`src/hdl/tap_pkg.sv`:
```
// constants for the sram boundary-scan test access port
// assumes a 20 mhz core clock that oversamples the external test clock
package tap_pkg;
    // ========================================================
    // instruction register
    localparam int IR_WIDTH = 3;
    localparam logic [2:0] OP_EXTEST = 3'h0;
    localparam logic [2:0] OP_IDCODE = 3'h1;
    localparam logic [2:0] OP_SAMPLE_Z = 3'h2;
    localparam logic [2:0] OP_SAMPLE = 3'h4;
    localparam logic [2:0] OP_BYPASS = 3'h7;
    localparam logic [1:0] IR_CAPTURE = 2'h1;
    // ========================================================
    // data registers
    localparam int ID_WIDTH = 32;
    localparam logic [31:0] ID_CODE = 32'h1234_5679; // value is arbitrary
    localparam int BSR_LEN = 109;
    localparam int OE_CELL = 108;
    localparam int RESET_ONES = 5;
    // ========================================================
    // controller states
    typedef enum logic [3:0] {
        ST_RESET, ST_IDLE, ST_SEL_DR, ST_CAP_DR, ST_SH_DR, ST_EX1_DR, ST_PAU_DR,
        ST_EX2_DR, ST_UPD_DR, ST_SEL_IR, ST_CAP_IR, ST_SH_IR, ST_EX1_IR,
        ST_PAU_IR, ST_EX2_IR, ST_UPD_IR
    } tap_state_t;
endpackage

```
`src/hdl/sram_tap.sv`:
```
// boundary-scan test access port of the burst sram
// assumes test clock far slower than core_clk_in; pins pass two flops first
// Operation
// - full standard controller, instruction and data register behaviour
// - test clock held low means no state changes, memory untouched
// - floating mode select and serial input read as high
// - after power-up sits in reset without disturbing memory
// - sample inputs on test-clock rise, change serial output on fall
// - held instruction picks the shift register on the serial path
// - at most one register on the serial path at once
// - shift in at most significant end, out from least significant bit
// - serial output driven only in shift states, else high impedance
// - five high mode-select rises enter test-logic reset
// - test reset leaves memory operation undisturbed
// - power-up reset keeps serial output high impedance
// - three-bit instruction register shifts only when selected
// - identification instruction loaded at power-up and in reset
// - capture-instruction loads 01 into the two low bits
// - single-bit bypass register, captured as zero
// - identification register captures fixed 32-bit code, shifts it out
// - instructions shift in shift-ir, take effect at update-ir
// - cell 108 enables data outputs under external test, presets high
`timescale 1ns/1ps
module sram_tap #(
    parameter int BSR_BITS = tap_pkg::BSR_LEN
) (
    input wire logic core_clk_in,
    input wire logic sys_rst_in,
    input wire logic clk_en_in,
    input wire logic tck_in,
    input wire logic tms_in,
    input wire logic tms_oe_n_in,
    input wire logic tdi_in,
    input wire logic tdi_oe_n_in,
    input wire logic [BSR_BITS-1:0] pins_capture_in,
    output logic tdo_out,
    output logic tdo_oe_n_out,
    output logic [BSR_BITS-1:0] pins_drive_out,
    output logic extest_out,
    output logic q_bus_en_out
);
    // the output enable cell must sit inside the chain
    if (BSR_BITS <= tap_pkg::OE_CELL) begin : g_chain_short
        $error("boundary chain too short");
    end

    // ========================================================
    // input sampling
    logic tck_rise;
    logic tck_fall;
    logic [1:0] tms_s;
    logic [1:0] tdi_s;
    logic tms_v;
    logic tdi_v;

    tck_sync u_tck (
        .clk_in(core_clk_in),
        .rst_in(sys_rst_in),
        .en_in(clk_en_in),
        .async_in(tck_in),
        .level_out(),
        .rise_out(tck_rise),
        .fall_out(tck_fall)
    );

    // floating pins read high, the internal pull-up
    always_ff @(posedge core_clk_in) begin
        if (sys_rst_in) begin
            tms_s <= 2'h3;
            tdi_s <= 2'h3;
        end else if (clk_en_in) begin
            tms_s <= {tms_s[0], tms_oe_n_in | tms_in};
            tdi_s <= {tdi_s[0], tdi_oe_n_in | tdi_in};
        end
    end
    assign tms_v = tms_s[1];
    assign tdi_v = tdi_s[1];

    // ========================================================
    // controller
    tap_pkg::tap_state_t state;
    tap_pkg::tap_state_t next_state;
    logic [2:0] ones_run;
    logic [2:0] next_ones_run;

    // transitions only on a test-clock rise; a stopped clock freezes all
    always_comb begin
        next_state = state;
        next_ones_run = ones_run;
        if (tck_rise) begin
            // run of high mode-select rises, saturating, only watched by the check
            if (!tms_v) next_ones_run = 3'h0;
            else if (ones_run != 3'(tap_pkg::RESET_ONES)) next_ones_run = ones_run + 3'h1;
            unique case (state)
                tap_pkg::ST_RESET: next_state = tms_v ? tap_pkg::ST_RESET : tap_pkg::ST_IDLE;
                tap_pkg::ST_IDLE: next_state = tms_v ? tap_pkg::ST_SEL_DR : tap_pkg::ST_IDLE;
                tap_pkg::ST_SEL_DR: next_state = tms_v ? tap_pkg::ST_SEL_IR : tap_pkg::ST_CAP_DR;
                tap_pkg::ST_CAP_DR: next_state = tms_v ? tap_pkg::ST_EX1_DR : tap_pkg::ST_SH_DR;
                tap_pkg::ST_SH_DR: next_state = tms_v ? tap_pkg::ST_EX1_DR : tap_pkg::ST_SH_DR;
                tap_pkg::ST_EX1_DR: next_state = tms_v ? tap_pkg::ST_UPD_DR : tap_pkg::ST_PAU_DR;
                tap_pkg::ST_PAU_DR: next_state = tms_v ? tap_pkg::ST_EX2_DR : tap_pkg::ST_PAU_DR;
                tap_pkg::ST_EX2_DR: next_state = tms_v ? tap_pkg::ST_UPD_DR : tap_pkg::ST_SH_DR;
                tap_pkg::ST_UPD_DR: next_state = tms_v ? tap_pkg::ST_SEL_DR : tap_pkg::ST_IDLE;
                tap_pkg::ST_SEL_IR: next_state = tms_v ? tap_pkg::ST_RESET : tap_pkg::ST_CAP_IR;
                tap_pkg::ST_CAP_IR: next_state = tms_v ? tap_pkg::ST_EX1_IR : tap_pkg::ST_SH_IR;
                tap_pkg::ST_SH_IR: next_state = tms_v ? tap_pkg::ST_EX1_IR : tap_pkg::ST_SH_IR;
                tap_pkg::ST_EX1_IR: next_state = tms_v ? tap_pkg::ST_UPD_IR : tap_pkg::ST_PAU_IR;
                tap_pkg::ST_PAU_IR: next_state = tms_v ? tap_pkg::ST_EX2_IR : tap_pkg::ST_PAU_IR;
                tap_pkg::ST_EX2_IR: next_state = tms_v ? tap_pkg::ST_UPD_IR : tap_pkg::ST_SH_IR;
                tap_pkg::ST_UPD_IR: next_state = tms_v ? tap_pkg::ST_SEL_DR : tap_pkg::ST_IDLE;
            endcase
        end
    end

    // reset state after power-up, memory side untouched
    always_ff @(posedge core_clk_in) begin
        if (sys_rst_in) begin
            state <= tap_pkg::ST_RESET;
            ones_run <= 3'h0;
        end else if (clk_en_in) begin
            state <= next_state;
            ones_run <= next_ones_run;
        end
    end

    // ========================================================
    // instruction and data registers
    logic [2:0] ir_shift;
    logic [2:0] ir;
    logic bypass;
    logic [31:0] id_shift;
    logic [BSR_BITS-1:0] bsr_shift;
    logic [BSR_BITS-1:0] bsr_hold;
    logic [2:0] next_ir_shift;
    logic [2:0] next_ir;
    logic next_bypass;
    logic [31:0] next_id_shift;
    logic [BSR_BITS-1:0] next_bsr_shift;
    logic [BSR_BITS-1:0] next_bsr_hold;
    logic sel_ir;
    logic sel_bsr;
    logic sel_id;
    logic serial_bit;

    // reserved codes fall to bypass
    function automatic logic [1:0] dr_sel(input logic [2:0] op);
        unique case (op)
            tap_pkg::OP_IDCODE: dr_sel = 2'h1;
            tap_pkg::OP_EXTEST, tap_pkg::OP_SAMPLE_Z, tap_pkg::OP_SAMPLE: dr_sel = 2'h2;
            default: dr_sel = 2'h0;
        endcase
    endfunction

    always_comb begin
        sel_ir = (state == tap_pkg::ST_SH_IR);
        sel_bsr = (dr_sel(ir) == 2'h2);
        sel_id = (dr_sel(ir) == 2'h1);
        next_ir_shift = ir_shift;
        next_ir = ir;
        next_bypass = bypass;
        next_id_shift = id_shift;
        next_bsr_shift = bsr_shift;
        next_bsr_hold = bsr_hold;
        if (tck_rise) begin
            unique case (state)
                // fixed 01 in the low bits checks the path
                tap_pkg::ST_CAP_IR: next_ir_shift = {ir[2], tap_pkg::IR_CAPTURE};
                // shift only while selected, new bit at the top
                tap_pkg::ST_SH_IR: next_ir_shift = {tdi_v, ir_shift[2:1]};
                tap_pkg::ST_UPD_IR: next_ir = ir_shift;
                tap_pkg::ST_CAP_DR: begin
                    next_bypass = 1'b0;
                    if (sel_id) next_id_shift = tap_pkg::ID_CODE;
                    if (sel_bsr) next_bsr_shift = pins_capture_in;
                end
                tap_pkg::ST_SH_DR: begin
                    if (sel_bsr) next_bsr_shift = {tdi_v, bsr_shift[BSR_BITS-1:1]};
                    else if (sel_id) next_id_shift = {tdi_v, id_shift[31:1]};
                    else next_bypass = tdi_v;
                end
                tap_pkg::ST_UPD_DR: if (sel_bsr) next_bsr_hold = bsr_shift;
                default: ;
            endcase
        end
        // test-logic reset restores the id instruction and the oe cell
        if (state == tap_pkg::ST_RESET) begin
            next_ir = tap_pkg::OP_IDCODE;
            next_bsr_hold[tap_pkg::OE_CELL] = 1'b1;
        end
        priority case (1'b1) // instruction path wins during an instruction scan
            sel_ir: serial_bit = ir_shift[0];
            sel_bsr: serial_bit = bsr_shift[0];
            sel_id: serial_bit = id_shift[0];
            default: serial_bit = bypass;
        endcase
    end

    always_ff @(posedge core_clk_in) begin
        if (sys_rst_in) begin
            ir_shift <= tap_pkg::OP_IDCODE;
            ir <= tap_pkg::OP_IDCODE;
            bypass <= 1'b0;
            id_shift <= 32'h0000_0000;
            bsr_shift <= '0;
            bsr_hold <= BSR_BITS'(1) << tap_pkg::OE_CELL;
        end else if (clk_en_in) begin
            ir_shift <= next_ir_shift;
            ir <= next_ir;
            bypass <= next_bypass;
            id_shift <= next_id_shift;
            bsr_shift <= next_bsr_shift;
            bsr_hold <= next_bsr_hold;
        end
    end

    // ========================================================
    // serial output, changes only on a falling test clock
    logic next_tdo;
    logic next_tdo_oe_n;
    logic shifting;

    always_comb begin
        shifting = (state == tap_pkg::ST_SH_DR) || (state == tap_pkg::ST_SH_IR);
        next_tdo = tdo_out;
        next_tdo_oe_n = tdo_oe_n_out;
        if (tck_fall) begin
            next_tdo = serial_bit;
            next_tdo_oe_n = ~shifting;
        end
    end

    // power-up keeps the output released
    always_ff @(posedge core_clk_in) begin
        if (sys_rst_in) begin
            tdo_out <= 1'b0;
            tdo_oe_n_out <= 1'b1;
        end else if (clk_en_in) begin
            tdo_out <= next_tdo;
            tdo_oe_n_out <= next_tdo_oe_n;
        end
    end

    // output bus control for external test and sample-z
    assign pins_drive_out = bsr_hold;
    assign extest_out = (ir == tap_pkg::OP_EXTEST);
    assign q_bus_en_out = (ir == tap_pkg::OP_SAMPLE_Z) ? 1'b0 :
                          extest_out ? bsr_hold[tap_pkg::OE_CELL] : 1'b1;
endmodule

```
`src/hdl/tck_sync.sv`:
```
// two-flop synchroniser with rising and falling edge detection
// assumes the input is asynchronous to clk_in
`timescale 1ns/1ps
module tck_sync (
    input wire logic clk_in,
    input wire logic rst_in,
    input wire logic en_in,
    input wire logic async_in,
    output logic level_out,
    output logic rise_out,
    output logic fall_out
);
    logic meta;
    logic stable;
    logic prev;
    logic next_meta;
    logic next_stable;
    logic next_prev;

    // first flop only feeds the second
    always_comb begin
        next_meta = async_in;
        next_stable = meta;
        next_prev = stable;
    end

    always_ff @(posedge clk_in) begin
        if (rst_in) begin
            meta <= 1'b0;
            stable <= 1'b0;
            prev <= 1'b0;
        end else if (en_in) begin
            meta <= next_meta;
            stable <= next_stable;
            prev <= next_prev;
        end
    end

    assign level_out = stable;
    assign rise_out = en_in & stable & ~prev;
    assign fall_out = en_in & ~stable & prev;
endmodule
```
`config.mk`:
```
export PLATFORM = sky130hd
export DESIGN_NAME = sram_tap
export DESIGN_NICKNAME = d
export VERILOG_FILES = /design/src/hdl/tap_pkg.sv /design/src/hdl/sram_tap.sv /design/src/hdl/tck_sync.sv
export SDC_FILE = /design/constraint.sdc
export NUM_CORES = 1
export LEC_CHECK = 0
export ABC_AREA = 1
export ABC_CLOCK_PERIOD_IN_PS = 2500
export BUFFER_PORTS_ARGS = -buffer_cell sky130_fd_sc_hd__clkbuf_2
export CORE_ASPECT_RATIO = 1.1
export CORE_UTILIZATION = 58
export CTS_CLUSTER_DIAMETER = 150
export CTS_CLUSTER_SIZE = 16
export DETAILED_ROUTE_END_ITERATION = 10
export PLACE_DENSITY = 0.83
export SETUP_SLACK_MARGIN = 0.5
export SLEW_MARGIN = 20
export SYNTH_ARGS = -nofsm -noshare
export SYNTH_HDL_FRONTEND = slang
export SYNTH_SLANG_ARGS = --single-unit
```
`constraint.sdc`:
```
create_clock -name core_clk_in -period 2.5 [get_ports core_clk_in]
set_input_delay 0.375 -clock core_clk_in [delete_from_list [all_inputs] [get_ports core_clk_in]]
set_output_delay 0.375 -clock core_clk_in [all_outputs]
set_load 0.05 [all_outputs]
```
Word level (Yosys, flattened, before mapping)
Cells that the tools add are included.
{"block": "op_classes", "add_sub_neg": 0, "mul": 0, "n_div": 0, "n_lt_le_gt_ge": 0, "n_eq_ne": 26, "shifts": 0, "mux": 37, "n_bitwise": 9, "reduce_logical": 22}
{"cell": "109-bit two-way mux", "n": 5}
{"cell": "109-bit one-hot mux with 2 select lines", "n": 1}
{"cell": "32-bit two-way mux", "n": 3}
{"cell": "32-bit one-hot mux with 2 select lines", "n": 1}
{"cell": "4-bit one-hot mux with 12 select lines", "n": 1}
{"cell": "4-bit == test (second input constant)", "n": 8}
{"cell": "4-bit by 3-bit == test with 1-bit output (second input constant)", "n": 4}
{"cell": "4-bit two-way mux", "n": 4}
{"cell": "3-bit two-way mux", "n": 5}
{"cell": "2-bit inequality test (second input constant)", "n": 6}
{"cell": "2-bit nonzero test", "n": 6}
{"cell": "1-bit two-way mux", "n": 11}
{"cell": "5-bit AND reduction", "n": 2}
{"cell": "4-bit by 2-bit == test with 1-bit output (second input constant)", "n": 2}
{"cell": "4-bit AND reduction", "n": 2}
{"cell": "2-bit two-way mux", "n": 3}
{"cell": "3-bit one-hot mux with 2 select lines", "n": 1}
{"cell": "3-bit AND reduction", "n": 2}
{"cell": "6-bit AND reduction", "n": 1}
{"cell": "3-bit OR reduction", "n": 2}
{"cell": "1-bit AND", "n": 4}
{"cell": "4-bit by 1-bit == test with 1-bit output (second input constant)", "n": 1}
{"cell": "4-bit logical NOT", "n": 1}
{"cell": "2-bit one-hot mux with 2 select lines", "n": 1}
{"cell": "12 further kinds", "n": 17}
{"block": "word_totals", "regBits": 270, "latchBits": 0, "ram_bits": 0, "mem_bits_ro": 0, "input_bits": 117, "output_inout_bits": 113, "word_cells": 109, "mem_count": 0}

Longest topological paths before layout
Gate-level depths: netlist of run 1.
{"block": "depth", "depth_word": 8, "ltp_mapped": 10}

Hierarchy
From an unflattened synthesis of run 1, not the netlist that was laid out.
{"block": "hier_totals", "cells_unflattened": 1514, "area_unflattened_um2": 11013.1}
{"module": "sram_tap", "instances": 1, "cells_per_inst": 1497, "area_each_um2": 10892.9}
{"module": "tck_sync", "instances": 1, "cells_per_inst": 17, "area_each_um2": 120.1}

Least setup slack after synthesis of run 1
No wires, ideal clock.
{"block": "synth_path", "path_kind": "register to output", "startpoint": "reg ir[0]", "endpoint": "out extest_out", "t_arrival_ns": 1.421, "required_ns": 2.125, "setup_slack_ns": 0.704, "path_stages_with_launch": 2, "cell_sequence": "dfxtp_1 > nor3_1"}
{"block": "synth_via", "elab_chain_len": 1}
{"element": "start, declared", "line": "sram_tap.sv:129", "text": "logic [2:0] ir;"}
{"element": "start signal, assigned", "line": "sram_tap.sv:201", "text": "ir <= tap_pkg::OP_IDCODE;"}
{"element": "start signal, assigned", "line": "sram_tap.sv:208", "text": "ir <= next_ir;"}
{"element": "3-bit logical NOT", "line": "sram_tap.sv:245", "text": "assign extest_out = (ir == tap_pkg::OP_EXTEST);"}
{"element": "end, declared", "line": "sram_tap.sv:39", "text": "output logic extest_out,"}
No other way between the ends.

Final worst setup path of run 1
Ends and elaborated chain as after synthesis.

==> results of run 1 <==
==> registers in the layout, indices dropped and copies added, names as in the netlist <==
name and cells:
state 4, pins_drive_out 109, bsr_shift 109, ir 3
tdo_out 1, u_tck.level_out 1, tdo_oe_n_out 1, ir_shift 3
tdi_s 2, tms_s 2, id_shift 32, bypass 1
u_tck.prev 1, u_tck.meta 1
==> final cells by class <==
cell class,count,area [sq um]
antenna,1,2.50
clock buffer,21,514
clock inverter,1,16.3
fill,1461,5370
inverter,137,537
multi-input combinational,880,4230
sequential,270,5410
tap,238,298
timing repair buffer,252,1490
==> logic make-up (layout without fill, tap and decap cells) <==
kind of cell    count (synthesis)  in the layout  synth area share (%)
other cells                     0              1                     0
buf+inv                       247            411                  9.79
compound gates                613            613                  28.9
flops                         270            270                  50.7
simple gates                  267            267                  10.7
==> worst paths after layout <==
check                            start                          to  slack, ns  cells past startpoint
max                 ir[0]$_SDFFE_PP1P_                  extest_out       0.55                      2
min reg2reg  id_shift[27]$_SDFFE_PP0P_   id_shift[27]$_SDFFE_PP0P_       0.47                      2
max reg2reg      state[3]$_SDFFE_PP0P_  bsr_shift[71]$_SDFFE_PP0P_       0.66                      9
min                        tdi_oe_n_in       tdi_s[0]$_SDFFE_PP1P_        0.1                      3
==> worst max-delay path, cell delays in order (launching register included) <==
cell      delay (ns)
dfxtp_1         0.35
nor3_1          0.37
clkbuf_2        0.36
==> cells in the final DEF (no fill, tap or decap), drive strengths merged <==
cell     netlist  routed
a31oi          1       1
clkbuf        58     251
dfxtp        270     270
nand4          4       4
o22ai          1       1
clkinv         0       2
a21oi        252     252
nor3          16      16
o21ai        356     356
o211ai         2       2
buf           52      22
nand3         34      34
o2111ai        1       1
diode          0       1
nand2        178     178
nor2          35      35
inv          137     136
==> layer usage <==
metal  global-route usage, %  share of wire [%]  routed length [um]  up-vias
met5                       0                  0                   0        -
met4                    7.77                2.3                 591        0
met3                    4.07                6.7                1680       39
met2                    42.3                 47               11900      288
met1                    34.2                 44               11100     4495
li1                        -                  -                   -     5011
==> per-stage QoR <==
step           total power (W)  area (sq um)  instances  hold slack (ns)
5_1_grt                0.00781         12500       1799            0.105
3_5_place_dp           0.00473         11900       1775            0.457
3_3_place_gp           0.00473         11900       1775            0.452
4_1_cts                0.00758         12400       1797           0.0924
6_report               0.00752         12500       1800           0.0975
2_1_floorplan          0.00459         10700       1397            0.439
==> repair_timing <==
action | 4_1_cts | 5_1_grt
setup endpoints to repair | 0 | 118
resized for setup | 0 | 13
endpoints found under the hold margin | 0 | 0
setup buffers | 0 | 1
==> power breakdown <==
part / internal (W) / leakage (nW) / switching, W
Combinational: 0.000145 / 2.86 / 0.000178
Sequential: 0.00431 / 2.18 / 0.00000731
Clock: 0.00146 / 0.261 / 0.00142
Total: 0.00591 / 5.30 / 0.00161
==> out/results.tsv, run 1 <==
stage	metric	value	unit
final_layout	area_growth	17.1	%
floorplan	fp.dieW	131	um
synth	async_reset_ff_share	0	%
synth	syn_nets	1514	
drt	vias	9833	
critical_path	critPathCaptureType	primary output	
floorplan	initial_core_util	59.7	%
sta	rsz0062_at_grt	yes	
cts	cts.sinks	270	
synth	synth_edf_count	0	
sta	maxSlewHeadroom	65.7	%
synth	syn_area_per_cell	7.64	sq um
hold_path	holdCritPathClass	in -> reg	
sta	finClkSkew	0.0190	ns
synth	yosys_most_used_dff	dfxtp_1	
synth	yosys_warnings	0	
critical_path	required	2.12	ns
synth	synth_top_area_share	50.7	%
drt	drt_iter0_drc	554	
critical_path	worst_ep_arrival_time	1.58	ns
power_and_ir_drop	powerDensity	602	nW/um^2
sta	post-route-period-util	78.1	%
cts	cts_max_level	1	
power_and_ir_drop	leakage	5.30	nW
placement	gp_congestion	0.862	
drt	ant_nets	0	
drt	dr.pass1.iters	4	
floorplan	top_level_ports	230	
grt	grt_usage	25.5	%
synth	ys_top_cells_by_count	320 x o21ai_0, 270 x dfxtp_1, 252 x a21oi_1	
grt	grt_first_pass_wirelength	40700	um
cts	clkTransAtPathRegs	0.07	ns
cts	root_buffer	clkbuf_16	
cts	cts_buffers	20	
sta	setup_viol	0	
job	maxCapViolCount	0	
floorplan	die_area	18900	sq um
cts	insertion_delay	0.51	ns
synth	yosys.area.top_type	dfxtp_1	
grt	grt_pass1_vias	8484	
sta	hold_violations	0	
power_and_ir_drop	vdd_ir_drop_max	0.452	mV
grt	grt_overflow	0	
drt	viasPerCell	5.46	
cts	cts_tree	built	
final_layout	fin_util	69.9	%
cts	hold_buffers	0	
floorplan	dieHeight	144	um
grt	grt_antenna_before_repair	1	
synth	syn_inst	1397	
synth	ys_types	27	
synth	synth_most_common_cell	o21ai_0	
placement	dp_hpwl	16400	um
grt	grt_max_degree	101	
placement	pre_cts_ws	0.447	ns
placement	io_buffers	229	
sta	finalSetupTns	0	ns
sta	final.setup.worst_slack	0.547	ns
sta	fmax	512	MHz
critical_path	crit_path_max_fanout	5	
synth	seq_area_frac_synth	50.7	%
sta	fin_crit	1.95	ns
critical_path	start_kind	flip-flop	
critical_path	critPathKind	reg -> out	
outcome	outcome	finished clean	
synth	synth_area_leaders	dfxtp_1 51%, o21ai_0 15%, a21oi_1 12%, nand2_1 6.1%, inv_1 4.6%	
drt	wirelength	25300	um
sta	worstMarginPinSlew	0.511	ns
drt	post_drt_wl_per_cell	14.0	um
floorplan	rows	51	
synth	synth_seq_cells	270	
final_layout	final_layout_size_suffix_gt1_share	18.8	%
cts	clock_path_buffers	3	
final_layout	layout.nets	1678	
synth	mappedNetlistArea	10700	sq um
drt	drcViolationCount	0	
sta	maxSlewViolCount	0	
floorplan	fp.coreArea	17900	sq um
Power figures use the tool's default switching activity.
==> run 2: changes to the inputs <==
--- a/config.mk
+++ b/config.mk
@@ -5,15 +5,15 @@
 export SDC_FILE = /design/constraint.sdc
 export NUM_CORES = 1
 export LEC_CHECK = 0
-export ABC_AREA = 1
-export ABC_CLOCK_PERIOD_IN_PS = 2500
+export ABC_AREA = 0
+export ABC_CLOCK_PERIOD_IN_PS = 1700
 export BUFFER_PORTS_ARGS = -buffer_cell sky130_fd_sc_hd__clkbuf_2
 export CORE_ASPECT_RATIO = 1.1
-export CORE_UTILIZATION = 58
+export CORE_UTILIZATION = 49
 export CTS_CLUSTER_DIAMETER = 150
 export CTS_CLUSTER_SIZE = 16
 export DETAILED_ROUTE_END_ITERATION = 10
-export PLACE_DENSITY = 0.83
+export PLACE_DENSITY = 0.75
 export SETUP_SLACK_MARGIN = 0.5
 export SLEW_MARGIN = 20
 export SYNTH_ARGS = -nofsm -noshare
==> constraint.sdc (replaced) <==
create_clock -name core_clk_in -period 1.7 [get_ports core_clk_in]
set_input_delay 0.255 -clock core_clk_in [delete_from_list [all_inputs] [get_ports core_clk_in]]
set_output_delay 0.255 -clock core_clk_in [all_outputs]
set_load 0.05 [all_outputs]
==> out/results.tsv, run 2 <==
stage	metric	value	unit	change
synth	async_reset_ff_share	0	%	unchanged
critical_path	crit_slowest_cell	or3b_4		
cts	clock_path_buffers	3		unchanged
hold_path	holdCritPathClass	in -> reg		
final_layout	regArea	5420	sq um	+0.18%
floorplan	initial_core_util	50.0	%	-9.7 points
power_and_ir_drop	p_sw	0.00236	W	+47%
cts	clkTransAtPathRegs	0.07	ns	about the same
sta	final.setup.worst_slack	-0.279	ns	-0.826 ns
floorplan	die_area	22400	sq um	+18%
floorplan	rows	56		+9.8%
placement	io_buffers	229		unchanged
sta	hold_violations	0		unchanged
synth	yosys_warnings	0		unchanged
synth	seq_area_frac_synth	50.6	%	-0.11 points
drt	ant_nets	0		unchanged
critical_path	critPathKind	reg -> reg		
critical_path	worst_ep_arrival_time	2.41	ns	+0.83 ns
drt	viasPerCell	5.55		+1.7%
synth	synth_most_common_cell	nand2_1		
floorplan	fp.dieW	143	um	+8.8%
power_and_ir_drop	powerDensity	754	nW/um^2	+25%
sta	fin_crit	1.98	ns	
placement	placed_cells	1828		+3.0%
critical_path	path_cells	or3b_4 -> buf_6 -> a2111oi_4 -> buf_4 -> buf_6 -> clkbuf_16 -> nand3_1 -> a21oi_2		
job	maxCapViolCount	0		unchanged
sta	maxSlewHeadroom	62.2	%	-3.5 points
final_layout	layout_commonest_cell	nand2_1		
critical_path	critical-path-max-stage-delay	0.43	ns	+0.06 ns
sta	post-route-period-util	116	%	
grt	grt_antenna_before_repair	0		-1
power_and_ir_drop	total_power	0.0111	W	+48%
drt	drcViolationCount	0		unchanged
critical_path	reg2reg_depth	8		-1
grt	grt_first_pass_wirelength	45900	um	+13%
critical_path	critPathCaptureType	flip-flop		
final_layout	multiInputGateArea	5160	sq um	+22%
synth	yosys.area.top_type	dfxtp_1		
critical_path	required	2.14	ns	+0.02 ns
sta	rsz0062_at_grt	yes		
drt	drt_iter0_drc	630		+14%
sta	maxSlewViolCount	0		unchanged
floorplan	fp.coreArea	21400	sq um	+20%
outcome	violations	setup timing		
final_layout	final_layout_size_suffix_gt1_share	28.6	%	+9.8 points
cts	cts_max_level	1		unchanged
final_layout	fin_util	69.0	%	-0.90 points
power_and_ir_drop	seq_power_share	56.9	%	-0.5 points
sta	setup_viol	145		+145
drt	vias	10752		+9.3%
sta	fmax	505	MHz	
synth	synth_seq_cells	270		unchanged
grt	grt_max_degree	58		-43%
outcome	outcome	finished, violations left		
cts	insertion_delay	0.50	ns	about the same
final_layout	diodes	0		-1
power_and_ir_drop	p_sw_share	21.2	%	-0.16 points
grt	grt_pass1_vias	9435		+11%
drt	wirelength	31600	um	+25%
power_and_ir_drop	p_clk_share	38.9	%	+0.6 points
placement	dp_hpwl	18300	um	+11%
power_and_ir_drop	pwr-share-comb	4.1	%	-0.2 points
drt	dr.pass1.iters	5		+1
sta	worstMarginPinSlew	0.559	ns	+0.0482 ns
synth	yosys_most_used_dff	dfxtp_1		
floorplan	dieHeight	157	um	+8.8%
synth	mappedNetlistArea	10700	sq um	+0.22%
synth	synth_top_area_share	50.6	%	-0.11 points
synth	syn_inst	1367		-2.1%
power_and_ir_drop	leakage	5.68	nW	+7.1%
placement	gp_congestion	0.805		-6.6%
drt	post_drt_wl_per_cell	16.3	um	+16%
final_layout	area_growth	38.0	%	
critical_path	crit_path_max_fanout	8		+3
final_layout	fill_cells	1643		+12%
floorplan	top_level_ports	230		unchanged
critical_path	worst_path_most_repeated_cell	buf_6		
final_layout	final_cell_mix	465 x nand2_1, 263 x dfxtp_1, 226 x clkbuf_2, 127 x a21oi_1, 112 x nor2_1		
cts	root_buffer	clkbuf_16		
synth	ys_top_cells_by_count	467 x nand2_1, 270 x dfxtp_1, 136 x a21oi_1, 136 x nor2_1, 108 x a311oi_1		
synth	syn_nets	1484		-2.0%
cts	cts.sinks	270		unchanged
synth	synth_edf_count	0		unchanged
synth	syn_area_per_cell	7.82	sq um	+2.4%
hold_path	min_path_cells	3		unchanged
sta	finClkSkew	0.0118	ns	-0.00722 ns
synth	ys_types	48		+78%
critical_path	start_kind	flip-flop		
grt	grt_overflow	0		unchanged
power_and_ir_drop	vdd_ir_drop_max	0.568	mV	+26%
synth	synth_area_leaders	dfxtp_1 51%, nand2_1 16%, a311oi_1 8.8%, a21oi_1 6.4%, nor2_1 4.8%		
power_and_ir_drop	intPower	0.00876	W	+48%
final_layout	layout.nets	1763		+5.1%
cts	cts_buffers	20		unchanged
grt	grt_usage	25.2	%	-0.30 points
cts	cts_tree	built		
final_layout	final_cells	1936		+7.6%
## run 2: power groups by stage
stage / sequential [W] / clock (W) / combinational [W]
after CTS: 0.00633 / 0.00441 / 0.000447
after floorplan: 0.00648 / 0 / 0.000172
after global routing: 0.00633 / 0.00466 / 0.000494
after detailed placement: 0.00648 / 0 / 0.000384
final: 0.00633 / 0.00433 / 0.000459
after global placement: 0.00648 / 0 / 0.000386
## run 2: cell type report
type                    count  area share [%]
repair buffers            379            22.1
well taps                 290            2.46
multi-input cells         970            35.0
clock buffers              22            3.66
inverters                   5           0.127
flip-flops and latches    270            36.7
## run 2: kinds of logic (layout without fill, tap and decap cells)
logic type | count (synthesis) | count (layout) | synth area share, %
AOI/OAI and AO/OA | 278 | 278 | 17.9
buffers and inverters | 127 | 406 | 5.32
muxes | 5 | 5 | 0.468
DFF | 270 | 270 | 50.6
adders and majority gates | 1 | 1 | 0.0936
and+or+nand+nor | 686 | 686 | 25.7
## run 2: worst paths after layout
kind | startpoint | endpoint | slack, ns
worst max-delay path | state[0]$_SDFFE_PP0P_ | id_shift[19]$_SDFFE_PP0P_ | -0.28
worst min register to register | pins_drive_out[89]$_SDFFE_PP0P_ | pins_drive_out[89]$_SDFFE_PP0P_ | 0.45
worst max register to register | state[0]$_SDFFE_PP0P_ | id_shift[19]$_SDFFE_PP0P_ | -0.28
worst min-delay path | pins_capture_in[89] | bsr_shift[89]$_SDFFE_PP0P_ | 0.007
## run 2: stage by stage
step / cell area (sq um) / hold slack, ns / setup WS [ns] / setup TNS [ns]
2_1_floorplan: 11200 / 0.402 / -0.0145 / -0.154
3_3_place_gp: 12700 / 0.439 / -0.0799 / -3.32
3_5_place_dp: 12700 / 0.442 / -0.186 / -12.96
4_1_cts: 14100 / 0.000568 / -0.160 / -13.87
5_1_grt: 14800 / 0.00317 / -0.322 / -38.54
6_report: 14800 / 0.00721 / -0.279 / -19.47
## run 2: per-layer routing
| layer | share of wire [%] | vias to the layer above | track usage [%] |
|---|---|---|---|
| met3 | 5.7 | 69 | 3.35 |
| met2 | 50 | 390 | 42.6 |
| met1 | 42 | 5082 | 32.7 |
| met4 | 2.7 | 0 | 9.42 |
| li1 | - | 5211 | - |
| met5 | 0 | - | 0 |
## run 2: critical path: cells and delay by family (launching register included)
| kind | cells | cell delay (ns) |
|---|---|---|
| compound gates | 2 | 0.43 |
| flops | 1 | 0.33 |
| buf+inv | 4 | 0.61 |
| simple gates | 2 | 0.53 |
## run 2: repair_timing
| item | 4_1_cts | 5_1_grt |
|---|---|---|
| endpoints found under the setup margin | 376 | 376 |
| resized for setup | 35 | 77 |
| hold buffers | 30 | 0 |
| setup buffers | 17 | 17 |
| endpoints found under the hold margin | 30 | 0 |
| pin swaps | 8 | 39 |
| cloned | 11 | 11 |
==> run 3: changes to the inputs <==
--- a/config.mk
+++ b/config.mk
@@ -14,7 +14,7 @@
 export CTS_CLUSTER_SIZE = 16
 export DETAILED_ROUTE_END_ITERATION = 10
 export PLACE_DENSITY = 0.75
-export SETUP_SLACK_MARGIN = 0.5
+export SETUP_SLACK_MARGIN = 0.15
 export SLEW_MARGIN = 20
 export SYNTH_ARGS = -nofsm -noshare
 export SYNTH_HDL_FRONTEND = slang
==> out/results.tsv, run 3 (synthesis gave the netlist of run 2 again) <==
stage	metric	value	unit	change
sta	maxSlewViolCount	0		unchanged
floorplan	top_level_ports	230		unchanged
final_layout	layout_commonest_cell	nand2_1		
grt	grt_overflow	0		unchanged
sta	finClkSkew	0.0118	ns	+0.0000182 ns
sta	post-route-period-util	132	%	+15 points
outcome	outcome	finished, violations left		
placement	gp_congestion	0.829		+3.0%
floorplan	die_area	22400	sq um	unchanged
critical_path	critPathKind	reg -> reg		
sta	fmax	447	MHz	-12%
sta	worstMarginPinSlew	0.602	ns	+0.0426 ns
drt	ant_nets	0		unchanged
critical_path	worst_ep_arrival_time	2.58	ns	+0.17 ns
placement	io_buffers	229		unchanged
drt	wirelength	46900	um	+49%
job	maxCapViolCount	0		unchanged
sta	hold_violations	1		+1
final_layout	final_layout_size_suffix_gt1_share	47.6	%	+19 points
final_layout	final_cell_area	17500	sq um	+18%
cts	cts_tree	built		
power_and_ir_drop	leakage	6.97	nW	+23%
drt	vias	12442		+16%
floorplan	fp.coreArea	21400	sq um	unchanged
final_layout	layout.nets	1808		+2.6%
cts	clkTransAtPathRegs	0.08	ns	about the same
sta	fin_crit	2.24	ns	+0.260 ns
cts	clock_path_buffers	3		unchanged
placement	dp_hpwl	17900	um	-2.0%
grt	grt_antenna_before_repair	4		+4
cts	cts.sinks	270		unchanged
outcome	violations	hold timing, setup timing		
final_layout	final_cell_mix	309 x nand2_1, 261 x dfxtp_1, 226 x clkbuf_2, 129 x nand2_4, 120 x a21oi_2		
power_and_ir_drop	vdd_ir_drop_max	0.715	mV	+26%
sta	setup_viol	218		+50%
drt	dr.pass1.iters	8		+3
sta	maxSlewHeadroom	59.6	%	-2.6 points
critical_path	critPathCaptureType	flip-flop		
critical_path	required	2.04	ns	-0.10 ns
floorplan	fp.dieW	143	um	unchanged
grt	grt_max_degree	62		+6.9%
critical_path	crit_path_max_fanout	23		+15
sta	timing.hold.ws	-0.00236	ns	-0.00956 ns
grt	grt_first_pass_wirelength	53900	um	+17%
final_layout	fin_util	81.7	%	+13 points
floorplan	dieHeight	157	um	unchanged
drt	post_drt_wl_per_cell	23.6	um	+45%
grt	grt_pass1_vias	10436		+11%
cts	cts_max_level	1		unchanged
drt	viasPerCell	6.27		+13%
sta	rsz0062_at_grt	yes		
final_layout	fill_cells	1073		-35%
cts	insertion_delay	0.51	ns	about the same
sta	final.setup.worst_slack	-0.539	ns	-0.260 ns
floorplan	initial_core_util	50.0	%	unchanged
power_and_ir_drop	powerDensity	652	nW/um^2	-13%
grt	grt_usage	30.2	%	+5.0 points
critical_path	start_kind	flip-flop		
cts	cts_buffers	20		unchanged
drt	drt_iter0_drc	1147		+82%
hold_path	holdCritPathClass	in -> reg		
floorplan	rows	56		unchanged
cts	root_buffer	clkbuf_16		
final_layout	area_growth	63.4	%	
drt	drcViolationCount	0		unchanged
placement	pre_cts_ws	-0.133	ns	+0.0534 ns
placement	place_area	12600	sq um	-0.72%
-- run 3: layout make-up --
cell class / instances / area [sq um] / share of cell area [%]
Multi-Input combinational cell: 970 / 6840 / 39.1
Inverter: 5 / 18.8 / 0.107
Timing Repair Buffer: 424 / 4280 / 24.5
Sequential cell: 270 / 5420 / 31.0
Clock buffer: 22 / 539 / 3.09
Antenna cell: 4 / 10.0 / 0.0573
Tap cell: 290 / 363 / 2.08
-- run 3: power breakdown --
part           switching [W]  internal, W
registers         0.00000555      0.00632
logic               0.000319     0.000226
clock network        0.00229      0.00223
total                0.00262      0.00878
-- run 3: what timing repair did --
action | CTS | global route
cloned | 30 | 19
buffers inserted | 32 | 20
gates resized for setup | 155 | 455
endpoints found under the setup margin | 255 | 258
hold buffers | 31 | 0
pin swaps | 58 | 204
hold endpoints to repair | 31 | 0
-- run 3: metrics by stage --
step,total power [W],hold slack [ns],TNS (ns),std cells
2_1_floorplan,0.00665,0.402,-0.290,1367
4_1_cts,0.0113,0.00000827,-7.23,1942
6_report,0.0114,-0.00236,-19.79,1985
3_5_place_dp,0.00688,0.446,-7.84,1827
3_3_place_gp,0.00688,0.442,-2.01,1827
5_1_grt,0.0116,0.0122,-32.71,1985
-- run 3: worst max-delay path, cell delays in order, from the launching register on --
cell      delay, ns
dfxtp_2        0.34
buf_6          0.16
nor4b_4        0.26
buf_4          0.18
buf_12         0.16
buf_12         0.19
nand2_1        0.17
a311oi_1       0.60
-- run 3: metal layers --
| metal | up-vias | track usage (%) | wire length, um |
|---|---|---|---|
| met5 | - | 0 | 0 |
| met4 | 0 | 13.3 | 3600 |
| met3 | 317 | 4.47 | 5030 |
| met2 | 919 | 50.8 | 22200 |
| met1 | 5885 | 38.3 | 16100 |
| li1 | 5321 | - | - |
-- run 3: worst paths after layout --
path / from / end / slack [ns] / depth (start not counted)
worst max-delay path: state[0]$_SDFFE_PP0P_ / bsr_shift[30]$_SDFFE_PP0P_ / -0.54 / 7
worst min-delay path: pins_capture_in[65] / bsr_shift[65]$_SDFFE_PP0P_ / -0.002 / 3
worst max register to register: state[0]$_SDFFE_PP0P_ / bsr_shift[30]$_SDFFE_PP0P_ / -0.54 / 7
worst min register to register: pins_drive_out[48]$_SDFFE_PP0P_ / pins_drive_out[48]$_SDFFE_PP0P_ / 0.46 / 2
